$ cat src/iot_pkg.sv
// iot_pkg: constants and types for the instruction overlap timing block
// assumes a 40 MHz system clock; times are held in tenths of a microsecond
package iot_pkg;

  // clock rate and derived cycles per 0.1 us
  localparam int CLK_MHZ = 40;
  localparam int TENTH_NS = 100;
  localparam int CYC_PER_TENTH = (TENTH_NS * CLK_MHZ) / 1000;

  // adjustments in tenths of a microsecond
  localparam int ADJ_DIRECT_SAVE = 5;
  localparam int ADJ_REG_IND = 11;
  localparam int ADJ_IND_REG = 17;
  localparam int ADJ_IND_TALLY = 25;
  localparam int ADJ_INDEX_HAZ = 8;
  localparam int ADJ_SELF_MOD = 17;
  localparam int ADJ_XFER_ODD = 5;
  localparam int ADJ_TARGET_ODD = 8;
  localparam int ADJ_DRAIN_MIN = 10;
  localparam int ADJ_DRAIN_MAX = 20;
  localparam int ADJ_STORE_PARITY = 5;
  localparam int ADJ_STORE_CHAIN = 5;
  localparam int ADJ_SHIFT_CYCLE = 2;
  localparam int SHIFT_MEAN_CYCLES = 5;
  localparam int SHIFT_VAR_LIMIT = 8;
  localparam int NORM_MAX_SHIFTS = 7;
  localparam int NORM_MAX_ADD = 15;

  // base times of the counter and character stores
  localparam int BASE_STORE_CTR = 29;
  localparam int BASE_STORE_CHARS = 25;

  // reset values
  localparam logic [1:0] PAIR_RESET = 2'h0;

  typedef enum logic [2:0] {
    IOT_MOD_REG,
    IOT_MOD_DIRECT,
    IOT_MOD_REG_IND,
    IOT_MOD_IND_REG,
    IOT_MOD_IND_TALLY
  } iot_mod_type;

  typedef enum logic [2:0] {
    IOT_OP_PLAIN,
    IOT_OP_STORE,
    IOT_OP_XFER,
    IOT_OP_LONG,
    IOT_OP_SHIFT,
    IOT_OP_LOAD_BASE
  } iot_class_type;

  // one decoded instruction as the fetch side hands it over
  typedef struct packed {
    logic [7:0] baseTime;
    iot_class_type opClass;
    iot_mod_type modType;
    logic [2:0] indirectCycles;
    logic [2:0] indexUsed;
    logic usesIndex;
    logic [2:0] indexWritten;
    logic writesIndex;
    logic writesNext;
    logic [3:0] shiftCycles;
    logic normUnnorm;
    logic [2:0] normShifts;
  } iot_instr_type;

  // one instruction pair as fetched from memory
  typedef struct packed {
    iot_instr_type even;
    iot_instr_type odd;
    logic startOdd;
  } iot_pair_type;

endpackage : iot_pkg

$ cat src/iot_timing.sv
// iot_timing: pair-overlap timing controller for a word processor core
// assumes decoded instruction pairs arrive with valid/ready from the fetch unit
`timescale 1ns/1ps
`default_nettype none

module iot_timing
  import iot_pkg::*;
#(
  parameter int DUR_W = 10
) (
  // clock and reset
  input wire logic clk_sys,
  input wire logic rst,
  // pair from fetch
  input wire iot_pair_type pairIn,
  input wire logic pairValid,
  output logic pairReady,
  // mode
  input wire logic slaveMode,
  input wire logic storeCtrOp,
  input wire logic storeCharsOp,
  // issue status
  output logic execBusy,
  output logic execDone,
  output logic [DUR_W-1:0] lastDuration,
  output logic loadBaseEnable,
  output logic prefetchDiscard
);

  ////////////////////////////////////////////////////////////////////////////
  // duration arithmetic, all in tenths of a microsecond

  function automatic int modAdj(input iot_mod_type m, input logic [2:0] n, input logic drain);
    int r;
    r = 0;
    unique case (m)
      IOT_MOD_REG: r = 0;
      IOT_MOD_DIRECT: r = drain ? 0 : -ADJ_DIRECT_SAVE;
      IOT_MOD_REG_IND: r = ADJ_REG_IND * int'(n);
      IOT_MOD_IND_REG: r = ADJ_IND_REG * int'(n);
      IOT_MOD_IND_TALLY: r = ADJ_IND_TALLY * int'(n);
      default: r = 0;
    endcase
    return r;
  endfunction : modAdj

  function automatic int shiftAdj(input iot_instr_type i);
    int r;
    r = ADJ_SHIFT_CYCLE * (int'(i.shiftCycles) - SHIFT_MEAN_CYCLES);
    if (r > SHIFT_VAR_LIMIT) begin
      r = SHIFT_VAR_LIMIT;
    end
    if (r < -SHIFT_VAR_LIMIT) begin
      r = -SHIFT_VAR_LIMIT;
    end
    if (i.normUnnorm) begin
      r = r + ADJ_SHIFT_CYCLE * int'(i.normShifts > 3'(NORM_MAX_SHIFTS) ? 3'(NORM_MAX_SHIFTS) : i.normShifts);
      if (r > NORM_MAX_ADD) begin
        r = NORM_MAX_ADD;
      end
    end
    return r;
  endfunction : shiftAdj

  // drain wait scales with long operations queued, held inside 1.0..2.0 us
  function automatic int drainAdj(input logic [1:0] depth);
    int r;
    r = ADJ_DRAIN_MIN + 5 * int'(depth);
    if (r > ADJ_DRAIN_MAX) begin
      r = ADJ_DRAIN_MAX;
    end
    return r;
  endfunction : drainAdj

  ////////////////////////////////////////////////////////////////////////////
  // pipeline state

  typedef enum logic [1:0] {
    IOT_IDLE,
    IOT_RUN_EVEN,
    IOT_RUN_ODD
  } iot_state_type;

  iot_state_type state_ff, nxt_state;
  iot_pair_type pair_ff;
  logic [15:0] cycCnt_ff;
  logic [1:0] longDepth_ff;
  logic prevStore_ff;
  logic prevXfer_ff;
  logic hazard_ff;
  logic selfMod_ff;
  logic pairReady_ff, execBusy_ff, execDone_ff, loadBaseEnable_ff, prefetchDiscard_ff;
  logic [DUR_W-1:0] lastDuration_ff;

  iot_instr_type cur;
  logic curOdd;
  logic drainNow;
  int dur;
  logic [15:0] cycTarget;

  always_comb begin
    cur = (state_ff == IOT_RUN_ODD) ? pair_ff.odd : pair_ff.even;
    curOdd = (state_ff == IOT_RUN_ODD);
    drainNow = (longDepth_ff != 2'h0);
    dur = int'(cur.baseTime);
    if (cur.opClass == IOT_OP_STORE && storeCtrOp) begin
      dur = BASE_STORE_CTR;
    end
    if (cur.opClass == IOT_OP_STORE && storeCharsOp) begin
      dur = BASE_STORE_CHARS;
    end
    dur = dur + modAdj(cur.modType, cur.indirectCycles, drainNow);
    if (curOdd && hazard_ff) begin
      dur = dur + ADJ_INDEX_HAZ;
    end
    if (curOdd && selfMod_ff) begin
      dur = dur + ADJ_SELF_MOD;
    end
    if (cur.opClass == IOT_OP_XFER && curOdd) begin
      dur = dur + ADJ_XFER_ODD;
    end
    if (prevXfer_ff && curOdd) begin
      dur = dur + ADJ_TARGET_ODD;
    end
    if (drainNow && (cur.opClass == IOT_OP_XFER || (cur.opClass == IOT_OP_STORE && curOdd))) begin
      dur = dur + drainAdj(longDepth_ff);
    end else if (cur.opClass == IOT_OP_STORE) begin
      dur = curOdd ? dur + ADJ_STORE_PARITY : dur - ADJ_STORE_PARITY;
    end
    if (cur.opClass == IOT_OP_STORE && prevStore_ff) begin
      dur = dur - ADJ_STORE_CHAIN;
    end
    if (cur.opClass == IOT_OP_SHIFT || cur.opClass == IOT_OP_LONG) begin
      dur = dur + shiftAdj(cur);
    end
    if (dur < 1) begin
      dur = 1;
    end
    cycTarget = 16'(dur * CYC_PER_TENTH);
  end

  logic instrEnd;
  assign instrEnd = (state_ff != IOT_IDLE) && (cycCnt_ff + 16'h0001 >= cycTarget);

  ////////////////////////////////////////////////////////////////////////////
  // sequencing

  always_comb begin
    nxt_state = state_ff;
    unique case (state_ff)
      IOT_IDLE: begin
        if (pairValid) begin
          nxt_state = pairIn.startOdd ? IOT_RUN_ODD : IOT_RUN_EVEN;
        end
      end
      IOT_RUN_EVEN: begin
        if (instrEnd) begin
          nxt_state = IOT_RUN_ODD;
        end
      end
      IOT_RUN_ODD: begin
        if (instrEnd) begin
          nxt_state = pairValid ? (pairIn.startOdd ? IOT_RUN_ODD : IOT_RUN_EVEN) : IOT_IDLE;
        end
      end
    endcase
  end

  logic takePair;
  assign takePair = pairValid && ((state_ff == IOT_IDLE) || (state_ff == IOT_RUN_ODD && instrEnd));

  always_ff @(posedge clk_sys) begin
    if (rst) begin
      state_ff <= IOT_IDLE;
      pair_ff <= '0;
    end else begin
      state_ff <= nxt_state;
      if (takePair) begin
        pair_ff <= pairIn; // next pair prefetched while odd one finishes
      end
    end
  end

  always_ff @(posedge clk_sys) begin
    if (rst || takePair || instrEnd) begin
      cycCnt_ff <= 16'h0000;
    end else if (state_ff != IOT_IDLE) begin
      cycCnt_ff <= cycCnt_ff + 16'h0001;
    end
  end

  ////////////////////////////////////////////////////////////////////////////
  // history carried between instructions

  always_ff @(posedge clk_sys) begin
    if (rst) begin
      longDepth_ff <= 2'h0;
      prevStore_ff <= 1'b0;
      prevXfer_ff <= 1'b0;
    end else if (instrEnd) begin
      prevStore_ff <= (cur.opClass == IOT_OP_STORE);
      prevXfer_ff <= (cur.opClass == IOT_OP_XFER);
      if (cur.opClass == IOT_OP_LONG || cur.opClass == IOT_OP_SHIFT) begin
        longDepth_ff <= (longDepth_ff == 2'h3) ? 2'h3 : longDepth_ff + 2'h1;
      end else if (cur.opClass == IOT_OP_XFER || cur.opClass == IOT_OP_STORE) begin
        longDepth_ff <= 2'h0; // drained behind this instruction
      end
    end
  end

  // hazards raised by the even word against its odd partner
  always_ff @(posedge clk_sys) begin
    if (rst) begin
      hazard_ff <= 1'b0;
      selfMod_ff <= 1'b0;
    end else if (state_ff == IOT_RUN_EVEN && instrEnd) begin
      hazard_ff <= cur.writesIndex && pair_ff.odd.usesIndex
        && (cur.indexWritten == pair_ff.odd.indexUsed);
      selfMod_ff <= cur.writesNext;
    end else if (instrEnd) begin
      hazard_ff <= 1'b0;
      selfMod_ff <= 1'b0;
    end
  end

  ////////////////////////////////////////////////////////////////////////////
  // registered outputs

  always_ff @(posedge clk_sys) begin
    if (rst) begin
      pairReady_ff <= 1'b1;
      execBusy_ff <= 1'b0;
      execDone_ff <= 1'b0;
      lastDuration_ff <= '0;
      loadBaseEnable_ff <= 1'b0;
      prefetchDiscard_ff <= 1'b0;
    end else begin
      pairReady_ff <= (nxt_state == IOT_IDLE);
      execBusy_ff <= (nxt_state != IOT_IDLE);
      execDone_ff <= instrEnd;
      prefetchDiscard_ff <= (state_ff == IOT_RUN_EVEN) && instrEnd && cur.writesNext;
      loadBaseEnable_ff <= instrEnd && (cur.opClass == IOT_OP_LOAD_BASE) && !slaveMode;
      if (instrEnd) begin
        lastDuration_ff <= DUR_W'(dur);
      end
    end
  end

  assign pairReady = pairReady_ff;
  assign execBusy = execBusy_ff;
  assign execDone = execDone_ff;
  assign lastDuration = lastDuration_ff;
  assign loadBaseEnable = loadBaseEnable_ff;
  assign prefetchDiscard = prefetchDiscard_ff;

endmodule : iot_timing
`default_nettype wire

$ cat config.mk
export PLATFORM = sky130hd
export DESIGN_NAME = iot_timing
export DESIGN_NICKNAME = d
export VERILOG_FILES = /design/src/iot_pkg.sv /design/src/iot_timing.sv
export SDC_FILE = /design/constraint.sdc
export NUM_CORES = 1
export LEC_CHECK = 0
export ABC_AREA = 1
export BUFFER_PORTS_ARGS = -buffer_cell sky130_fd_sc_hd__buf_2
export CAP_MARGIN = 0
export CORE_MARGIN = 4
export CORE_UTILIZATION = 64
export DETAILED_ROUTE_END_ITERATION = 8
export GPL_TIMING_DRIVEN = 0
export PLACE_DENSITY = 0.89
export SYNTH_ARGS = -nofsm -noshare
export SYNTH_HDL_FRONTEND = slang
export SYNTH_SLANG_ARGS = --single-unit
$ cat constraint.sdc
create_clock -name clk_sys -period 19 [get_ports clk_sys]
set_clock_uncertainty 0.1 [all_clocks]
set_input_delay 3.8 -clock clk_sys [delete_from_list [all_inputs] [get_ports clk_sys]]
set_output_delay 3.8 -clock clk_sys [all_outputs]
set_load 0.02 [all_outputs]
* After elaboration in Yosys (flattened, before gate mapping)
Index checks and enable logic that the tools add are counted.
** Storage, ports and cells
- Bits in read-only memories :: 0
- RAM bits :: 0
- Output and inout bits :: 15
- Register bits after elaboration :: 107
- Bits of input ports :: 75
- Memories kept :: 0
- Bits in latches :: 0
** Operators by class
- Bitwise logic cells :: 0
- Div/mod/pow operators :: 0
- Magnitude comparators :: 7
- $add $sub $neg :: 15
- Multiplexer cells :: 37
- Eq/ne operators :: 13
- Reductions and logical operators :: 33
- Shifts and indexed selects :: 0
- Multiply operators :: 4
** Operator list (number)
- 32-bit two-way mux :: 19
- 32-bit one-hot mux with 4 select lines :: 1
- 32-bit adder :: 3
- 32-bit by 4-bit adder with 32-bit output, second input constant :: 2
- 32-bit by 5-bit adder with 32-bit output, second input constant :: 2
- 32-bit by 4-bit subtractor with 32-bit output, second input constant :: 2
- 34-bit two-way mux :: 1
- 32-bit by 5-bit adder with 32-bit output :: 1
- 32-bit by 6-bit adder with 32-bit output, second input constant :: 1
- 32-bit by 5-bit greater-than comparator with 1-bit output, second input constant :: 1
- 32-bit by 2-bit less-than comparator with 1-bit output, second input constant :: 1
- 32-bit by 4-bit less-than comparator with 1-bit output, second input constant :: 1
- 1-bit logical AND :: 18
- 16-bit by 1-bit adder with 16-bit output, second input constant :: 1
- 16-bit >= comparator :: 1
- 5-bit by 3-bit multiplier with 8-bit output, first input constant :: 2
- 2-bit two-way mux :: 8
- 14-bit two-way mux :: 1
- 3-bit by 2-bit == test with 1-bit output, second input constant :: 4
- 6-bit by 5-bit greater-than comparator with 1-bit output, second input constant :: 2
- 2-bit nonzero test :: 5
- 3-bit == test, second input constant :: 3
- 8-bit two-way mux :: 1
- 4-bit by 3-bit multiplier with 7-bit output, first input constant :: 1
- 17 further kinds :: 27

* Longest topological paths before layout
- Depth in word-level cells :: 32
- Mapped depth :: 114
- Mapped depth without buffers :: 110

* Worst setup path after synthesis
No wires, ideal clock.
- Kind :: input-to-reg
- From :: input port storeCtrOp
- To :: register pair_ff[25] (netlist name)
- Data arrival time :: 14.641 ns
- Stages :: 94
- Setup slack :: 4.130 ns
- Library setup time :: 0.128 ns
- Path buffers :: 3
- Cells stage by stage :: nand2_1 nand2_1 inv_1 nand3_1 ha_1 fa_1 nand2_1 nor2_1 nand2_1 nand3_1 nand2_1 a21oi_1 o21ai_0 ha_1 nor2_1 nand2_1 nor3_4 nand2_1 [... 58 more ...] nand2_2 ha_1 a21o_1 a21oi_1 nor2_1 o21a_1 o21ai_0 nand2_1 a21oi_1 nor2_1 a211oi_1 o221ai_1 nand2_1 o21ai_0 nand2_1 clkbuf_1 clkbuf_1 a21oi_1
** On the way
- Cells in the longest elaborated chain, start to end :: 27
** RTL lines
- start: declaration :: line iot_timing.sv:20 : input wire logic storeCtrOp,
- 1-bit logical AND (*) :: line iot_timing.sv:106 : if (cur.opClass == IOT_OP_STORE && storeCtrOp) begin
- 8-bit two-way mux (*) :: line iot_timing.sv:106
- 32-bit two-way mux (*) :: line iot_timing.sv:109 : if (cur.opClass == IOT_OP_STORE && storeCharsOp) begin
- 32-bit adder (*) :: line iot_timing.sv:112 : dur = dur + modAdj(cur.modType, cur.indirectCycles, drainNow);
- 32-bit by 5-bit adder with 32-bit output :: line iot_timing.sv:114 : dur = dur + ADJ_INDEX_HAZ;
- 32-bit two-way mux (*) :: line iot_timing.sv:113 : if (curOdd && hazard_ff) begin
- 32-bit by 6-bit adder with 32-bit output :: line iot_timing.sv:117 : dur = dur + ADJ_SELF_MOD;
- 32-bit two-way mux (*) :: line iot_timing.sv:116 : if (curOdd && selfMod_ff) begin
- [... 11 more ...]
- 32-bit two-way mux (*) :: line iot_timing.sv:133 : if (cur.opClass == IOT_OP_SHIFT || cur.opClass == IOT_OP_LONG) begin
- 32-bit by 2-bit less-than comparator with 1-bit output :: line iot_timing.sv:136 : if (dur < 1) begin
- 14-bit two-way mux (*) :: line iot_timing.sv:136
- 16-bit >= comparator (*) :: line iot_timing.sv:143 : assign instrEnd = (state_ff != IOT_IDLE) && (cycCnt_ff + 16'h0001 >= cycTarget);
- 1-bit logical AND (*) :: line iot_timing.sv:143
- 1-bit logical AND (*) :: line iot_timing.sv:170 : assign takePair = pairValid && ((state_ff == IOT_IDLE) || (state_ff == IOT_RUN_ODD && instrEnd));
- 1-bit logical OR (*) :: line iot_timing.sv:170
- 1-bit logical AND (*) :: line iot_timing.sv:170
- end signal: assignment :: line iot_timing.sv:179 : pair_ff <= pairIn;
- end: declaration :: line iot_timing.sv:85 : iot_pair_type pair_ff;
Mark *: on every way between the ends. The rest lies on a longest branch, timed or not.
A chain may end at the register's enable or synchronous reset.

* Worst setup path in the final report
- From :: input port storeCtrOp
- To :: register pair_ff[37] (netlist name)
Same word-level chain as after synthesis.

==> results.py <==
metrics = {
    "run_status": {
        "status": "complete, no violations",
    },
    "synth": {
        "netlist_area_sq_um": 14700,
        "synth_top_flop_cell": "sky130_fd_sc_hd__dfxtp_1",
        "synth_top_cells_by_area": "sky130_fd_sc_hd__nand2_1 16%, sky130_fd_sc_hd__dfxtp_1 14%, sky130_fd_sc_hd__ha_1 11%",
        "synth_register_bits": 103,
        "yosysUniqueCellTypes": 66,
        "synth_enable_flop_cells": 0,
        "syn_nets": 2760,
        "synthDominantAreaCellType": "sky130_fd_sc_hd__nand2_1",
        "postSynth.asyncResetShare_pct": 0,
        "synth_largest_type_area_fraction_pct": 16.4,
        "synthCells": 2552,
        "mean_area_per_synthesized_cell_sq_um": 5.77,
        "sequential_share_of_the_synthesized_area_pct": 14.0,
        "yosys_warnings": 0,
    },
    "grt": {
        "antenna_found_initial": 1,
        "groute.usage.overall_pct": 30.9,
        "via_count_of_the_first_global_routing_pass": 15391,
        "grt_start_max_net_pins": 39,
        "first_pass_grt_wire_length_um": 68200,
        "global_route.overflow_total": 0,
    },
    "layout": {
        "mostFrequentLayoutCells": "643 x sky130_fd_sc_hd__nand2_1, 330 x sky130_fd_sc_hd__nor2_1, 296 x sky130_fd_sc_hd__inv_1, 195 x sky130_fd_sc_hd__nand3_1, 166 x sky130_fd_sc_hd__o21ai_0",
        "num-fill-cells": 2019,
        "mostFrequentLayoutCell": "sky130_fd_sc_hd__nand2_1",
        "final_core_utilization_pct": 70.0,
        "fin_cells": 2937,
        "num_antenna_cells": 0,
        "area_growth_pct": 7.60,
        "finish.net_count": 2855,
        "post_route_cells_drive_above_1_share_pct": 11.2,
    },
    "clock_tree": {
        "ctsRootBufferMaster": "sky130_fd_sc_hd__clkbuf_16",
        "clock_transition_at_path_regs_ps": 80,
        "cts_buffer_depth": 2,
        "postCtsHoldBufs": 0,
        "clock_h_tree_levels": 3,
        "clock_sinks": 103,
        "cts_tree": "yes",
        "clock_insertion_delay_worst_skew_ps": 360,
        "clock_buffers_created_by_tritoncts": 9,
    },
    "worst_hold_path": {
        "holdCritPathClass": "reg2reg",
    },
    "timing": {
        "finalHoldViolCount": 0,
        "maxSlewViolCount": 0,
        "final.min_clock_period_ps": 17420,
        "setup_repair_after_global_routing_missed_its_margin": "no",
        "worstMarginPinSlew_ps": 939,
        "finalWorstSetupSlack_ps": 1580,
        "maxClockFrequency_mhz": 57.4,
        "setup_viol": 0,
        "tns_ps": 0,
        "timing.slew.headroom_pct": 37.4,
        "final_cycle_utilization_of_the_critical_path_pct": 91.7,
    },
    "job": {
        "timing.max_cap.violations": 0,
    },
    "drt": {
        "vias": 16650,
        "wire_per_inst_um": 13.9,
        "ant_nets": 0,
        "drt-total-wl_um": 40800,
        "drt-initial-drc-count": 1298,
        "drt_pre_antenna_iters": 6,
        "route.detailed.vias_per_inst": 5.67,
        "detail_route.drc_violations": 0,
    },
    "critical_path": {
        "cp_max_fo": 10,
        "cp-start-kind": "input port",
        "worst_path_max_delay_cell": "sky130_fd_sc_hd__fa_1",
        "critical_path.max_stage_delay_ps": 440,
        "timing.critical_path.required_ps": 19140,
        "endpoint_kind": "register",
        "criticalPathCategory": "in2reg",
        "timing.critical_path.buf_inv": 11,
        "data_arrival_at_the_endpoint_of_the_critical_path_ps": 17560,
        "timing.critical_path.mode_cell": "sky130_fd_sc_hd__nand2_1",
        "crit_family": "simple AND/OR/NAND/NOR gates",
    },
    "floorplan": {
        "number_of_placement_rows": 55,
        "start_util_pct": 65.0,
        "fp.dieArea_sq_um": 25500,
        "fp.coreArea_sq_um": 22600,
        "fp.dieW_um": 160,
        "die-height_um": 160,
        "io_pins": 90,
    },
    "place": {
        "dp.final_hpwl_um": 33400,
        "dp.cells": 2921,
        "pre_cts_slack_ps": 1130,
        "portBuffers": 84,
        "finalWeightedCongestion": 0.973,
    },
    "pwr": {
        "pwr_density_cell_nw_per_um2": 203,
        "ir_worst_vdd_uv": 110,
        "static_power_due_to_leakage_nw": 8.00,
    },
}
==> repair_timing <==
action                     4_1_cts  5_1_grt
setup endpoints to repair        0       91
buffers inserted                 0        0
gates resized for setup          0       22
==> metal layers <==
layer,part of all wire (%),vias up,track usage (%),wire length (um)
li1,-,8523,-,-
met1,43,7426,39.1,17700
met2,47,607,54.0,19100
met3,6.8,92,3.56,2790
met4,3.2,2,11.5,1290
met5,0.034,-,0,14
==> stage by stage <==
stage / total power [mW] / hold slack, ps / area (sq um)
after CTS: 3.17 / 354 / 15800
after detailed placement: 2.96 / 336 / 15500
final: 3.22 / 355 / 15800
after global routing: 3.60 / 385 / 15800
after global placement: 2.86 / 333 / 15500
after floorplan: 2.42 / 324 / 14700
==> worst register-to-register path, delay by kind of cell, from the launching register on <==
family | cells | cell delay [ps]
flops | 1 | 390
compound gates | 20 | 3720
xor+xnor | 3 | 560
fa+ha+maj | 9 | 2840
simple gates | 56 | 7130
buf+inv | 15 | 2340
==> area by class of cell <==
type	instances	area [sq um]	share of cell area [%]
Buffer	57	278	1.75
Clock buffer	9	225	1.42
Clock inverter	7	86.3	0.545
Inverter	336	1260	7.97
Multi-Input combinational cell	2056	11100	70.4
Sequential cell	103	2060	13.0
Tap cell	285	357	2.25
Timing Repair Buffer	84	420	2.65
==> power breakdown <==
| part | leakage (nW) | total (mW) | switching, mW | internal, mW |
|---|---|---|---|---|
| combinational | 7.00 | 2.75 | 1.80 | 0.954 |
| clock | 0.151 | 0.188 | 0.0941 | 0.0944 |
| sequential | 0.846 | 0.280 | 0.0225 | 0.257 |
==> path summary, 6_finish.rpt <==
| check | slack, ps | from | depth (start not counted) | endpoint |
|---|---|---|---|---|
| setup reg to reg | 1810 | state_ff[0] | 103 | pair_ff[37] |
| hold reg to reg | 360 | lastDuration[9] | 2 | lastDuration[9] |
| hold / removal | 360 | lastDuration[9] | 2 | lastDuration[9] |
| setup / recovery | 1580 | storeCtrOp | 96 | pair_ff[37] |
==> cell families after synthesis <==
group / count (synthesis) / share of synthesized area (%)
simple gates: 1421 / 42.8
compound gates: 406 / 15.3
buf+inv: 393 / 10.4
fa+ha+maj: 133 / 11.6
flops: 103 / 14.0
xor+xnor: 93 / 5.64
mux: 3 / 0.204
==> flip-flops by register name, indices dropped and copies added (netlist names) <==
signal / flops
selfMod_ff: 1
prefetchDiscard: 1
prevStore_ff: 1
cycCnt_ff: 16
hazard_ff: 1
pairReady: 1
execBusy: 1
state_ff: 2
longDepth_ff: 2
execDone: 1
prevXfer_ff: 1
loadBaseEnable: 1
pair_ff: 64
lastDuration: 10
==> synth_stat cells, drive strengths merged (7+ instances only) <==
cell type / instances
a21oi: 144
nand2: 703
o211ai: 7
buf: 14
dfxtp: 103
nor3: 33
nand3: 214
nand4: 63
o21bai: 9
ha: 127
xor2: 65
nor2: 367
o21a: 8
nand3b: 9
nor4: 9
a211oi: 13
xnor2: 28
clkbuf: 43
o21ai: 188
a31oi: 11
or2: 14
inv: 328
clkinv: 8
Power figures use the tool's default switching activity.
